$ cat config.mk
export PLATFORM = sky130hd
export DESIGN_NAME = modbus_slave_write_loopback
export DESIGN_NICKNAME = d
export VERILOG_FILES = /design/src/crc16_byte.v /design/src/modbus_slave_write_loopback.v
export VERILOG_INCLUDE_DIRS = /design/src
export SDC_FILE = /design/constraint.sdc
export NUM_CORES = 1
export LEC_CHECK = 0
export BUFFER_PORTS_ARGS = -buffer_cell sky130_fd_sc_hd__buf_2
export CAP_MARGIN = 10
export CORE_MARGIN = 2
export CORE_UTILIZATION = 48
export CTS_CLUSTER_DIAMETER = 60
export CTS_CLUSTER_SIZE = 14
export DETAILED_ROUTE_END_ITERATION = 8
export PLACE_DENSITY_LB_ADDON = 0.05
export SYNTH_ARGS = -nofsm -noshare
export SYNTH_HDL_FRONTEND = slang
export SYNTH_SLANG_ARGS = --single-unit
$ cat constraint.sdc
create_clock -name clk -period 24.7 [get_ports clk]
set_input_delay 4.94 -clock clk [delete_from_list [all_inputs] [get_ports clk]]
set_output_delay 4.94 -clock clk [all_outputs]
set_load 0.01 [all_outputs]
$ cat src/mb_consts.vh
// constants for the serial-link write and loopback command handler
`ifndef MB_CONSTS_VH
`define MB_CONSTS_VH
`define FN_WRITE_COIL 8'h05
`define FN_WRITE_REG 8'h06
`define FN_LOOPBACK 8'h08
`define FN_WRITE_COILS 8'h0F
`define FN_EXC_FLAG 8'h80
`define ADDR_BROADCAST 8'h00
`define COIL_ON_HI 8'hFF
`define COIL_OFF_HI 8'h00
`define COIL_LO 8'h00
`define SUB_ECHO 16'h0000
`define EXC_BAD_FUNC 8'h01
`define EXC_BAD_DATA 8'h03
`define EXC_WRITE_FAIL 8'h22
`define CRC_INIT 16'hFFFF
`define CRC_POLY 16'hA001
`define COIL_COUNT 8'h1F
`define BUF_DEPTH 6'h28
`define REPLY_LEN 4'h6
`define EXC_LEN 4'h3
`define MIN_FRAME 6'h04
`define CRC_BYTES 6'h02
`endif

$ cat src/crc16_byte.v
// one-byte step of the reflected crc-16 used on the serial link
`default_nettype none
`include "mb_consts.vh"
module crc16_byte (
	input wire [15:0] crc_in,
	input wire [7:0] data,
	output reg [15:0] crc_out
);
	integer i;
	always @* begin
		crc_out = crc_in ^ {8'h00, data};
		for (i = 0; i < 8; i = i + 1) begin
			if (crc_out[0]) begin
				crc_out = (crc_out >> 1) ^ `CRC_POLY;
			end else begin
				crc_out = crc_out >> 1;
			end
		end
	end
endmodule // crc16_byte
`default_nettype wire

$ cat src/modbus_slave_write_loopback.v
// frame parser and reply builder for write and loopback functions
`default_nettype none
`include "mb_consts.vh"
module modbus_slave_write_loopback (
	input wire clk,
	input wire reset,
	input wire [7:0] station_addr,
	input wire [7:0] rx_data,
	input wire rx_valid,
	input wire rx_end,
	output wire tx_valid,
	output reg [7:0] tx_data,
	output reg tx_last,
	input wire tx_ready,
	output reg [31:0] coils,
	output reg reg_wr,
	output reg [15:0] reg_num,
	output reg [15:0] reg_wdata,
	input wire reg_ack,
	input wire reg_fail
);
	localparam S_RX = 3'h0;
	localparam S_CHECK = 3'h1;
	localparam S_REGWAIT = 3'h2;
	localparam S_TX = 3'h3;
	localparam S_CRC_HI = 3'h4;
	localparam S_CRC_LO = 3'h5;

	reg [2:0] state_reg;
	reg [7:0] buf_reg [0:39];
	reg [5:0] cnt_reg;
	reg [15:0] crc_reg;
	reg [7:0] out_reg [0:5];
	reg [3:0] out_len_reg;
	reg [3:0] out_idx_reg;
	reg [15:0] tcrc_reg;
	wire [15:0] crc_rx_next;
	wire [15:0] crc_tx_next;

	////////////////////////////////////////////////////////////////////
	crc16_byte u_crc_rx (
		.crc_in(crc_reg),
		.data(rx_data),
		.crc_out(crc_rx_next)
	);
	crc16_byte u_crc_tx (
		.crc_in(tcrc_reg),
		.data(out_reg[out_idx_reg[2:0]]),
		.crc_out(crc_tx_next)
	);

	////////////////////////////////////////////////////////////////////
	// decoded query fields
	wire [7:0] q_addr = buf_reg[0];
	wire [7:0] q_fn = buf_reg[1];
	wire [15:0] q_w1 = {buf_reg[2], buf_reg[3]};
	wire [15:0] q_w2 = {buf_reg[4], buf_reg[5]};
	wire [7:0] q_bytes = buf_reg[6];
	wire is_bcast = (q_addr == `ADDR_BROADCAST);
	wire for_us = is_bcast || (q_addr == station_addr);
	// running crc over the whole frame including its own crc gives zero
	wire crc_ok = (crc_reg == 16'h0000) && (cnt_reg >= `MIN_FRAME);
	wire [5:0] body = cnt_reg - `CRC_BYTES;
	// coil data: lsb of first byte is first addressed coil
	wire [63:0] coil_bits = {buf_reg[14], buf_reg[13], buf_reg[12], buf_reg[11],
		buf_reg[10], buf_reg[9], buf_reg[8], buf_reg[7]};
	wire [7:0] need_bytes = (q_w2[7:0] + 8'h07) >> 3;
	wire [7:0] need_even = need_bytes + {7'h00, need_bytes[0]};
	wire multi_ok = (q_w2 != 16'h0000) && (q_w2 <= {8'h00, `COIL_COUNT}) &&
		({1'b0, q_w1} + {1'b0, q_w2} <= {9'h000, `COIL_COUNT}) &&
		((q_bytes == need_bytes) || (q_bytes == need_even)) &&
		(body == 6'h07 + q_bytes[5:0]);
	wire single_ok = (q_w1 < {8'h00, `COIL_COUNT}) && (q_w2[7:0] == `COIL_LO) &&
		((q_w2[15:8] == `COIL_ON_HI) || (q_w2[15:8] == `COIL_OFF_HI));
	wire tx_active = (state_reg == S_TX) || (state_reg == S_CRC_HI) ||
		(state_reg == S_CRC_LO);
	assign tx_valid = tx_active;

	always @* begin
		case (state_reg)
		// low byte of the crc register leads on the line
		S_CRC_HI: tx_data = tcrc_reg[7:0];
		S_CRC_LO: tx_data = tcrc_reg[15:8];
		default: tx_data = out_reg[out_idx_reg[2:0]];
		endcase
		tx_last = (state_reg == S_CRC_LO);
	end

	////////////////////////////////////////////////////////////////////
	integer k;
	always @(posedge clk or posedge reset) begin
		if (reset) begin
			state_reg <= S_RX;
			cnt_reg <= 6'h00;
			crc_reg <= `CRC_INIT;
			out_len_reg <= 4'h0;
			out_idx_reg <= 4'h0;
			tcrc_reg <= `CRC_INIT;
			coils <= 32'h00000000;
			reg_wr <= 1'b0;
			reg_num <= 16'h0000;
			reg_wdata <= 16'h0000;
			for (k = 0; k < 40; k = k + 1) begin
				buf_reg[k] <= 8'h00;
			end
			for (k = 0; k < 6; k = k + 1) begin
				out_reg[k] <= 8'h00;
			end
		end else begin
			case (state_reg)
			S_RX: begin
				if (rx_valid) begin
					if (cnt_reg < `BUF_DEPTH) begin
						buf_reg[cnt_reg] <= rx_data;
					end
					if (cnt_reg != 6'h3F) begin
						cnt_reg <= cnt_reg + 6'h01;
					end
					crc_reg <= crc_rx_next;
				end
				if (rx_end) begin
					state_reg <= S_CHECK;
				end
			end
			S_CHECK: begin
				state_reg <= S_RX;
				out_idx_reg <= 4'h0;
				tcrc_reg <= `CRC_INIT;
				out_reg[0] <= q_addr;
				out_reg[1] <= q_fn | `FN_EXC_FLAG;
				out_len_reg <= `EXC_LEN;
				if (crc_ok && for_us && cnt_reg <= `BUF_DEPTH) begin
					case (q_fn)
					`FN_WRITE_COIL: begin
						if (single_ok) begin
							// line address is the coil number itself, with no offset
							coils[q_w1[4:0]] <= (q_w2[15:8] == `COIL_ON_HI);
							out_reg[1] <= q_fn;
							out_reg[2] <= buf_reg[2];
							out_reg[3] <= buf_reg[3];
							out_reg[4] <= buf_reg[4];
							out_reg[5] <= buf_reg[5];
							out_len_reg <= `REPLY_LEN;
						end else begin
							out_reg[2] <= `EXC_BAD_DATA;
						end
						if (!is_bcast) begin
							state_reg <= S_TX;
						end
					end
					`FN_WRITE_REG: begin
						reg_wr <= 1'b1;
						reg_num <= q_w1 + 16'h0001;
						reg_wdata <= q_w2;
						state_reg <= S_REGWAIT;
					end
					`FN_LOOPBACK: begin
						if (!is_bcast) begin
							if (q_w1 == `SUB_ECHO) begin
								out_reg[1] <= q_fn;
								out_reg[2] <= buf_reg[2];
								out_reg[3] <= buf_reg[3];
								out_reg[4] <= buf_reg[4];
								out_reg[5] <= buf_reg[5];
								out_len_reg <= `REPLY_LEN;
							end else begin
								out_reg[2] <= `EXC_BAD_DATA;
							end
							state_reg <= S_TX;
						end
					end
					`FN_WRITE_COILS: begin
						if (!is_bcast) begin
							if (multi_ok) begin
								for (k = 0; k < 32; k = k + 1) begin
									if (k >= q_w1 && k < q_w1 + q_w2) begin
										coils[k] <= coil_bits[k - q_w1];
									end
								end
								out_reg[1] <= q_fn;
								out_reg[2] <= buf_reg[2];
								out_reg[3] <= buf_reg[3];
								out_reg[4] <= buf_reg[4];
								out_reg[5] <= buf_reg[5];
								out_len_reg <= `REPLY_LEN;
							end else begin
								out_reg[2] <= `EXC_BAD_DATA;
							end
							state_reg <= S_TX;
						end
					end
					default: begin
						out_reg[2] <= `EXC_BAD_FUNC;
						if (!is_bcast) begin
							state_reg <= S_TX;
						end
					end
					endcase
				end
				cnt_reg <= 6'h00;
				crc_reg <= `CRC_INIT;
			end
			S_REGWAIT: begin
				reg_wr <= 1'b0;
				if (reg_ack || reg_fail) begin
					if (reg_ack && !reg_fail) begin
						out_reg[1] <= q_fn;
						out_reg[2] <= buf_reg[2];
						out_reg[3] <= buf_reg[3];
						out_reg[4] <= buf_reg[4];
						out_reg[5] <= buf_reg[5];
						out_len_reg <= `REPLY_LEN;
					end else begin
						out_reg[2] <= `EXC_WRITE_FAIL;
					end
					state_reg <= is_bcast ? S_RX : S_TX;
				end
			end
			S_TX: begin
				if (tx_ready) begin
					tcrc_reg <= crc_tx_next;
					out_idx_reg <= out_idx_reg + 4'h1;
					if (out_idx_reg + 4'h1 == out_len_reg) begin
						state_reg <= S_CRC_HI;
					end
				end
			end
			S_CRC_HI: begin
				if (tx_ready) begin
					state_reg <= S_CRC_LO;
				end
			end
			S_CRC_LO: begin
				if (tx_ready) begin
					state_reg <= S_RX;
				end
			end
			default: state_reg <= S_RX;
			endcase
		end
	end
endmodule // modbus_slave_write_loopback
`default_nettype wire

# Word-level counts from Yosys, hierarchy flattened
# Cells that the tools add are included.
[classes]
bitwise = 20
n_reduce_logical = 104
n_eq_ne = 69
muxes = 178
addsub = 41
order_cmp = 107
[op_table]
columns = ["cell", "n"]
rows = [
  ["less-than comparator 32 x 7 -> 1 bit (second input constant)", 32],
  ["less-than comparator 5 x 32 -> 1 bit (first input constant)", 15],
  ["bitwise mux 320 bit", 1],
  ["two-way mux 16 bit", 18],
  ["subtractor 5 x 16 -> 17 bit (first input constant)", 16],
  ["greater-or-equal comparator 5 x 16 -> 1 bit (first input constant)", 16],
  ["less-than comparator 4 x 32 -> 1 bit (first input constant)", 8],
  ["AND reduction 7 bit", 32],
  ["binary-select mux 1 bit (select 6 bit)", 32],
  ["two-way mux 40 bit", 4],
  ["subtractor 4 x 16 -> 17 bit (first input constant)", 8],
  ["greater-or-equal comparator 4 x 16 -> 1 bit (first input constant)", 8],
  ["less-than comparator 3 x 32 -> 1 bit (first input constant)", 4],
  ["two-way mux 24 bit", 4],
  ["two-way mux 32 bit", 3],
  ["two-way mux 8 bit", 11],
  ["!= test 2 bit (second input constant)", 44],
  ["one-hot mux 40 bit (2 select lines)", 1],
  ["one-hot mux 24 bit (3 select lines)", 1],
  ["subtractor 3 x 16 -> 17 bit (first input constant)", 4],
  ["two-way mux 1 bit", 67],
  ["greater-or-equal comparator 3 x 16 -> 1 bit (first input constant)", 4],
  ["less-than comparator 1 x 32 -> 1 bit (first input constant)", 2],
  ["less-than comparator 2 x 32 -> 1 bit (first input constant)", 2],
  ["other kinds (73)", 182],
]
[totals]
in_bits = 23
output_inout_bits = 75
regBits = 482
elab_cells = 606

# Logic depth before layout (Yosys ltp)
# Gate-level depths: netlist of run 1.
[depth]
word_depth = 23
mapped_depth = 17
depth_no_buf = 12

# Cells and area by module
# From an unflattened synthesis of run 1, not the netlist that was laid out.
[unflattened]
cells_unflattened = 2093
area_unflattened_um2 = 21005.1
[modules_own_cells]
columns = ["module", "cells_each", "seq_area_each_um2", "area_per_inst_um2", "instances"]
rows = [
  ["modbus_slave_write_loopback", 2035, 7071.8, 20437.1, 1],
  ["crc16_byte", 29, 0.0, 284.0, 2],
]

# Worst setup path before layout of run 1
# OpenSTA, ideal clock, no wires.
[synth_path]
path_kind = "input-to-reg"
from = "input station_addr[3]"
to = "register coils[27]"
setup_time_ns = 0.128
required_time_ns = 24.572
n_path_buf = 1
setup_slack_ns = 17.312
t_arrival_ns = 7.261
stages = 10
path_cell_list = "xor2_1 nor4_1 a21boi_0 or4_4 or3_4 nor2_1 a31oi_1 buf_4 a311oi_1 mux2_1"
[synth_via]
elab_chain_cells = 5
[synth_lines]
columns = ["item", "line", "text"]
rows = [
  ["from (decl)", "modbus_slave_write_loopback.v:7", "input wire [7:0] station_addr,"],
  ["equality test 8 bit", "modbus_slave_write_loopback.v:60", "wire for_us = is_bcast || (q_addr == station_addr);"],
  ["logical OR 1 bit", "modbus_slave_write_loopback.v:60", ""],
  ["logical AND 1 bit", "modbus_slave_write_loopback.v:132", "if (crc_ok && for_us && cnt_reg <= `BUF_DEPTH) begin"],
  ["logical AND 1 bit (no line)", "n/a", ""],
  ["AND reduction 7 bit (no line)", "n/a", ""],
  ["to (signal, indexed assignment)", "modbus_slave_write_loopback.v:137", "coils[q_w1[4:0]] <= (q_w2[15:8] == `COIL_ON_HI);"],
  ["to (signal, indexed assignment)", "modbus_slave_write_loopback.v:177", "coils[k] <= coil_bits[k - q_w1];"],
  ["to (decl)", "modbus_slave_write_loopback.v:15", "output reg [31:0] coils,"],
]
# Every way passes these cells.
# A chain may end at the register's enable or synchronous reset.

# Final worst setup path of run 1
[layout_path]
from = "input station_addr[6]"
to = "register out_reg[28] (netlist bit)"
[layout_via]
elab_chain_cells = 6
[layout_lines]
columns = ["item", "line", "text"]
rows = [
  ["equality test 8 bit", "modbus_slave_write_loopback.v:60", ""],
  ["logical OR 1 bit", "modbus_slave_write_loopback.v:60", ""],
  ["logical AND 1 bit", "modbus_slave_write_loopback.v:132", ""],
  ["logical AND 1 bit (no line)", "n/a", ""],
  ["!= test 2 bit (no line)", "n/a", ""],
  ["AND reduction 6 bit (no line)", "n/a", ""],
  ["to (decl)", "modbus_slave_write_loopback.v:33", "reg [7:0] out_reg [0:5];"],
]
# Every way passes these cells.

==> results.md, run 1 <==
- Reg-to-reg critical path endpoint: coils[30]
- Initial antenna violation count: 0
- Syn Area/Cell: between 9 and 10 um2
- Count of clock tree sinks: between 200 and 300
- Switching Share: between 40% and 50%
- Synth Cell Area: 0.0207 mm2
- Worst path cell trace: buf_2 -> xor2_1 -> nor4_1 -> a21boi_0 -> or4_4 -> o31ai_1 -> and2_1 -> inv_1 -> o21ai_0 -> a22o_1
- Number of global-route vias before repair: roughly 17,000
- Overflow after GRT: 0
- Clock slew seen by the registers of the worst setup and hold paths: approximately 0.07 ns
- Synthesized instance count: 2,079
- Starting Density: between 40% and 50%
- Period utilization: between 30 and 40%
- Max cap viols: 0
- Post-synth EDFFs: 0
- Post-Synth Adder-Cell Area: between 2 and 3%
- Via Count: ~17,000
- Pwr Total: approximately 2800 uW
- Setup_tns: 0 ns
- Die area: around 0.045 mm2
- Setup bufs post-CTS: 0
- DRC: 0
- CP max FO: 18
- P&R area growth vs syn: 9.59%
- Final std cells w/o fill: approximately 2,700
- Most frequent cells in the layout: 247 x dfrtp_1, 229 x mux2_2, 223 x nand2_1, 129 x nor2_1, 111 x a21oi_1
- Seq/Total Area, Yosys: between 30% and 40%
- CTS resizes: 0
- Sequential share of power: between 20% and 30%
- Status: finished clean
- FF-to-FF setup slack: about 19 ns
- Dpl cells: between 2,000 and 3,000
- Total CTS buffers: 31
- Critical path type: input pin to register
- FF+latch count, synth: approximately 280
- RR Startpoint: buf_reg[288]
- Internal Power: between 1000 and 1500 uW
- Ant diodes: 0
- Hold Violations, Final: 0
- Worst skew pair latency: 0.60 ns
- RePlAce Congestion: roughly 0.95
- Post-Route WL: 68,700 um
- Crit path launch type: input pin
- Peak supply drop: about 0.068 mV
- I/O pins: 98
- CTS tree: done
- Largest net degree at the start of global routing: about 140
- Crit end category: register
- H-tree levels: 1
- Largest family of logic cells by synthesized area: multiplexers
- Synth Warn #: 0
- Most common cell after layout, fill and taps aside: dfrtp_1
- Critical path's slowest cell: and2_1
- Worst min path class: register to register
- RSZ-0062 raised after global routing: no
- Clock network power share: between 15 and 20%
- Largest register FFs: 96
- 1st-pass router iterations: 6
- Mux cell area share after synthesis: a little over a quarter
- Max Clk Rate: roughly 0.13 GHz
- Iter 0 DRT Violations: ~1,500
- Synth cell types: 79
- Slew Limit Fails: 0
- Core area: about 0.043 mm2
- Tot GR Track Use: a little under a third
- Synth Net Count: ~2,200
- Die X: about 210 um
- Leakage: slightly below 0.01 uW
- Crit path required time: 25.23 ns
- Setup crit end: out_reg[28]
- Worst setup startpoint: station_addr[6]
- Rows: between 70 and 80
- DR WL/cell: roughly 26 um
- Hpwl dp: ~49,000 um
- Fin Clk Skew: slightly below 0.02 ns
- Register-to-Register Path Depth: 12
- Max stage delay on crit path: 0.65 ns
- # setup viols final: 0
- Switch Pwr: 1290 uW
- Via/cell ratio: around 6.4
- Dpl ws: between 15 and 20 ns
- Port bufs: just under 100
- Final ANT Viol Nets: 0
- Die extent in y: between 200 and 250 um
- First-pass GRT wire length: about 100,000 um
- Final min period: between 7 and 8 ns
- Synth async-reset ratio: 100%
- Slew HR: roughly 28%
- Simple-gate share of the synthesized area: about 13%
- Clk buf depth: 3
- Post-route setup slack: 17.05 ns
- Combinational share of power: between 50% and 60%
- Share of cells above drive strength 1: between 20 and 30%
- Hold buffer count at cts: 0
- Synth Flop Type: dfrtp_1
- Data arrival time of the critical path: between 8 and 9 ns
- PwrDens: between 100 and 150 mW/mm2
- Post-Synth XOR/XNOR Area: under 10%
- Fin nets: 2,166
- Synth Area in Compound Gates: between 10% and 20%
- CTS root buffer: clkbuf_16
- Slew @ Worst Pin: roughly 1.1 ns
[final cells by class]
cell class | count | area (um2)
Timing Repair Buffer | 128 | 718
Fill cell | 3911 | 20100
Sequential cell | 281 | 7080
Tap cell | 546 | 683
Multi-Input combinational cell | 1617 | 13000
Clock buffer | 39 | 816
Clock inverter | 19 | 265
Inverter | 36 | 143
[layer usage]
layer	wire length (um)	track usage, %	up-vias
li1	-	-	7761
met1	32000	46.8	8643
met2	29600	45.0	646
met3	5710	6.65	95
met4	1470	6.46	0
met5	0	0	-
[worst min-delay path by stage]
stage,startpoint,slack [ns],to,depth (start not counted)
after floorplan,tcrc_reg[10],0.44,tcrc_reg[2],2
after global placement,tcrc_reg[10],0.46,tcrc_reg[2],2
after detailed placement,tcrc_reg[10],0.46,tcrc_reg[2],2
after CTS,tcrc_reg[10],0.46,tcrc_reg[2],2
after global routing,tcrc_reg[10],0.49,tcrc_reg[2],2
final,tcrc_reg[10],0.46,tcrc_reg[2],2
[cell usage after synthesis, types with 4 or more instances]
| master | n | area share [%] |
|---|---|---|
| dfrtp_1 | 249 | 30 |
| mux2_2 | 229 | 12 |
| nand2_1 | 223 | 4.0 |
| nor2_1 | 131 | 2.4 |
| clkbuf_1 | 118 | 2.1 |
| a21oi_1 | 111 | 2.7 |
| xnor2_1 | 110 | 4.7 |
| o21ai_0 | 91 | 2.2 |
| mux4_2 | 89 | 9.7 |
| mux2i_1 | 80 | 3.9 |
| nand3_1 | 61 | 1.5 |
| ha_1 | 47 | 2.8 |
| xor2_1 | 44 | 1.9 |
| nor3_1 | 40 | 0.97 |
| o22ai_1 | 34 | 1.0 |
| a22oi_1 | 33 | 1.2 |
| dfstp_2 | 32 | 4.1 |
| inv_1 | 31 | 0.56 |
| o211ai_1 | 23 | 0.84 |
| a211oi_1 | 21 | 0.76 |
| buf_1 | 19 | 0.35 |
| a31oi_1 | 14 | 0.42 |
| and3_1 | 14 | 0.42 |
| nor4_1 | 14 | 0.42 |
| o311ai_0 | 14 | 0.59 |
| or3_1 | 14 | 0.42 |
| and2_1 | 13 | 0.39 |
| nand4_1 | 13 | 0.39 |
| a21o_1 | 12 | 0.44 |
| a22o_1 | 11 | 0.47 |
| nand2b_1 | 11 | 0.33 |
| nor2b_1 | 11 | 0.33 |
| or4_1 | 10 | 0.36 |
| a311oi_1 | 9 | 0.38 |
| o22a_1 | 9 | 0.38 |
| buf_2 | 7 | 0.17 |
| a32oi_1 | 6 | 0.25 |
| o21a_1 | 6 | 0.22 |
| a21boi_0 | 4 | 0.15 |
| nand3b_1 | 4 | 0.15 |
[cells by family after synthesis]
family / count (synthesis)
compound gates: 436
xor+xnor: 156
fa+ha+maj: 48
buf+inv: 181
flops: 281
mux: 401
simple gates: 576
[power by group through the flow]
stage / sequential (uW) / combinational (uW) / clock (uW)
6_report: 702 / 1560 / 495
2_1_floorplan: 618 / 1170 / 0
3_3_place_gp: 701 / 1510 / 0
3_5_place_dp: 704 / 1520 / 0
4_1_cts: 696 / 1530 / 506
5_1_grt: 713 / 1680 / 525
[worst max-delay path, delay by kind of cell]
kind	cells	cell delay, ns
XOR/XNOR	1	0.13
AO/OA/AOI/OAI	4	1.22
AND/OR/NAND/NOR	3	1.47
buffers and inverters	2	0.41
[metrics by stage]
stage / cell area (um2) / util (%) / hold slack, ns
after floorplan: 20700 / - / 0.438
after global placement: 21600 / 50.4 / 0.457
after detailed placement: 21600 / 50.4 / 0.456
after CTS: 22600 / 52.9 / 0.464
after global routing: 22700 / 52.9 / 0.487
final: 22700 / 52.9 / 0.461
No activity file was read; power rests on OpenSTA's default activity.
==> inputs of run 2 (changes only) <==
--- a/config.mk
+++ b/config.mk
@@ -6,6 +6,7 @@
 export SDC_FILE = /design/constraint.sdc
 export NUM_CORES = 1
 export LEC_CHECK = 0
+export ABC_AREA = 1
 export BUFFER_PORTS_ARGS = -buffer_cell sky130_fd_sc_hd__buf_2
 export CAP_MARGIN = 10
 export CORE_MARGIN = 2
==> constraint.sdc (replaced) <==
create_clock -name clk -period 6.74 [get_ports clk]
set_input_delay 1.348 -clock clk [delete_from_list [all_inputs] [get_ports clk]]
set_output_delay 1.348 -clock clk [all_outputs]
set_load 0.01 [all_outputs]
==> run 2 against run 1 <==
  * Clock skew is 0.0039 ns higher
  * Wire length rose by 22%
  * Design area grew 4.7%
  * Non-clock buffer count decreased by 13
  * Critical endpoint is now coils[16]
  * Largest cell class unchanged
  * Largest power group unchanged
==> results.md, run 2 <==
- Status: finished clean
- Slew @ Worst Pin: between 1 and 1.5 ns
- Slew Limit Fails: 0
- 1st-pass router iterations: 8
- Via Count: around 23,000
- FF+latch count, synth: 281
- P&R area growth vs syn: 8.41%
- Leakage: approximately 0.012 uW
- Peak supply drop: around 0.26 mV
- Critical path type: register to register
- Hold Violations, Final: 0
- Area leader, netlist: dfrtp_1
- Count of clock tree sinks: 281
- CTS resizes: 0
- I/O pins: 98
- CTS root buffer: clkbuf_16
- Dpl cells: 3,944
- Largest cells by area after synthesis: dfrtp_1 28%, nand2_1 19%, o21ai_0 9.0%
- Port bufs: 97
- Core area: approximately 0.045 mm2
- Final ANT Viol Nets: 0
- Setup bufs post-CTS: 0
- Synthesized instance count: ~3,400
- PwrDens: approximately 520 mW/mm2
- # setup viols final: 0
- Post-route setup slack: 1.70 ns
- Total CTS buffers: 35
- Synth Warn #: 0
- CTS tree: done
- Die extent in y: ~220 um
- Via/cell ratio: around 5.9
- Syn Area/Cell: 6.48 um2
- CP max FO: 35
- Die area: between 0.04 and 0.05 mm2
- Top post-synthesis cells by count: 1,092 x nand2_1, 393 x o21ai_0, 353 x inv_1
- Yosys top cell area share: between 20% and 30%
- Final min period: 5.04 ns
- Crit path launch type: register
- Number of global-route vias before repair: approximately 22,000
- DRC: 0
- Tot GR Track Use: between 30% and 40%
- Clk buf depth: 3
- Setup_tns: 0 ns
- Worst skew pair latency: ~0.57 ns
- Most frequent cells in the layout: 1,092 x nand2_1, 393 x o21ai_0, 352 x inv_1, 256 x nand3_1, 251 x nor2_1
- DR WL/cell: between 20 and 25 um
- Fin nets: ~3,500
- Most numerous cell in the Yosys netlist: nand2_1
- Crit end category: register
- Starting Density: between 40 and 50%
- RePlAce Congestion: about 1.1
- First-pass GRT wire length: roughly 130,000 um
- H-tree levels: 2
- Hold buffer count at cts: 0
- Worst min path class: register to register
- Data arrival time of the critical path: 5.49 ns
- Fill cell count: ~4,600
- Max cap viols: 0
- Seq/Total Area, Yosys: between 30% and 40%
- Clock slew seen by the registers of the worst setup and hold paths: about 0.060 ns
- Synth Cell Area: roughly 0.022 mm2
- Synth Flop Type: dfrtp_1
- Largest net degree at the start of global routing: 176
- Period utilization: roughly 75%
- Post-synth EDFFs: 0
- Overflow after GRT: 0
- Fin Clk Skew: around 0.023 ns
- Synth cell types: 65
- Synth async-reset ratio: 100%
- Share of cells above drive strength 1: between 8 and 9%
- Rows: 78
- Hold_ws: about 0.47 ns
- Synth Net Count: approximately 3,400
- Initial antenna violation count: 1
- Iter 0 DRT Violations: around 2,600
- RSZ-0062 raised after global routing: no
- Max Clk Rate: 0.198 GHz
- Final std cells w/o fill: 4,007
- Post-Route WL: 83,900 um
- Largest register FFs: 96
- Pwr Total: between 10,000 and 15,000 uW
- Slew HR: 20.2%
- Die X: 217 um
- Dpl ws: between 1.5 and 2 ns
- Hpwl dp: around 63,000 um
- Most common cell after layout, fill and taps aside: nand2_1
- Crit path required time: between 7 and 8 ns
## run 2: cell count changes after synthesis, moves of 37 or more
cell	before	now
inv_1	31	353
mux2_2	229	0
buf_2	7	44
mux4_2	89	0
nand4_1	13	69
nand3_1	61	257
mux2i_1	80	31
o21ai_0	91	393
xnor2_1	110	22
nor2_1	131	251
nand2_1	223	1092
## run 2: logic make-up (layout without fill, tap and decap cells)
| logic type | after synthesis | after routing | share of synthesized area [%] |
|---|---|---|---|
| adder cells (fa/ha/maj) | 48 | 48 | 2.78 |
| XOR/XNOR | 83 | 83 | 3.46 |
| AND/OR/NAND/NOR | 1777 | 1777 | 34.4 |
| buffers and inverters | 516 | 545 | 9.38 |
| flip-flops | 281 | 281 | 32.3 |
| AO/OA/AOI/OAI | 640 | 640 | 16.2 |
| other | 0 | 2 | 0 |
| multiplexers | 31 | 31 | 1.42 |
## run 2: worst paths after layout
check,from,endpoint,slack [ns],depth (start not counted)
max in group asynchronous,reset,coils[8],4.35,3
hold reg to reg,out_reg[21],out_reg[21],0.47,2
hold / removal,out_reg[21],out_reg[21],0.47,2
setup / recovery,buf_reg[288],coils[16],1.70,13
min in group asynchronous,reset,cnt_reg[0],0.88,2
setup reg to reg,buf_reg[288],coils[16],1.70,13
## run 2: cell type report
cell class,instances,area (um2),area share [%]
tap,600,751,3.17
sequential,281,7070,29.8
antenna,2,5.00,0.0211
clock buffer,43,926,3.90
multi-input combinational,2579,12800,53.8
clock inverter,18,173,0.728
inverter,369,1390,5.86
timing repair buffer,115,633,2.67
## run 2: routing by layer
layer	track usage (%)	vias up	wire [um]
li1	-	11000	-
met5	0	-	0
met1	52.5	11200	38300
met3	6.71	179	7770
met4	10.5	0	2560
met2	51.8	1117	35200
## run 2: report_power, final
part	switching [uW]	leakage [uW]	internal (uW)
combinational	5870	0.00754	2280
clock	833	0.000530	1000
sequential	352	0.00362	2010
## run 2: critical path, stage by stage (launching register included)
cell and delay [ns]:
dfrtp_2 0.62, inv_2 0.07, ha_1 1.01, clkinv_1 1.16, o21ai_0 0.63, o21ai_0 0.22, mux2i_1 0.30, nand2_1 0.08
nand3_1 0.09, nand3_1 0.23, o21ai_0 0.23, nand4_1 0.14, nand2_1 0.10, inv_1 0.04
## run 2: through the flow
step	util (%)	area (um2)
after floorplan	-	21900
after global placement	50.0	22600
after detailed placement	50.0	22600
after CTS	52.5	23700
after global routing	52.5	23700
final	52.5	23700
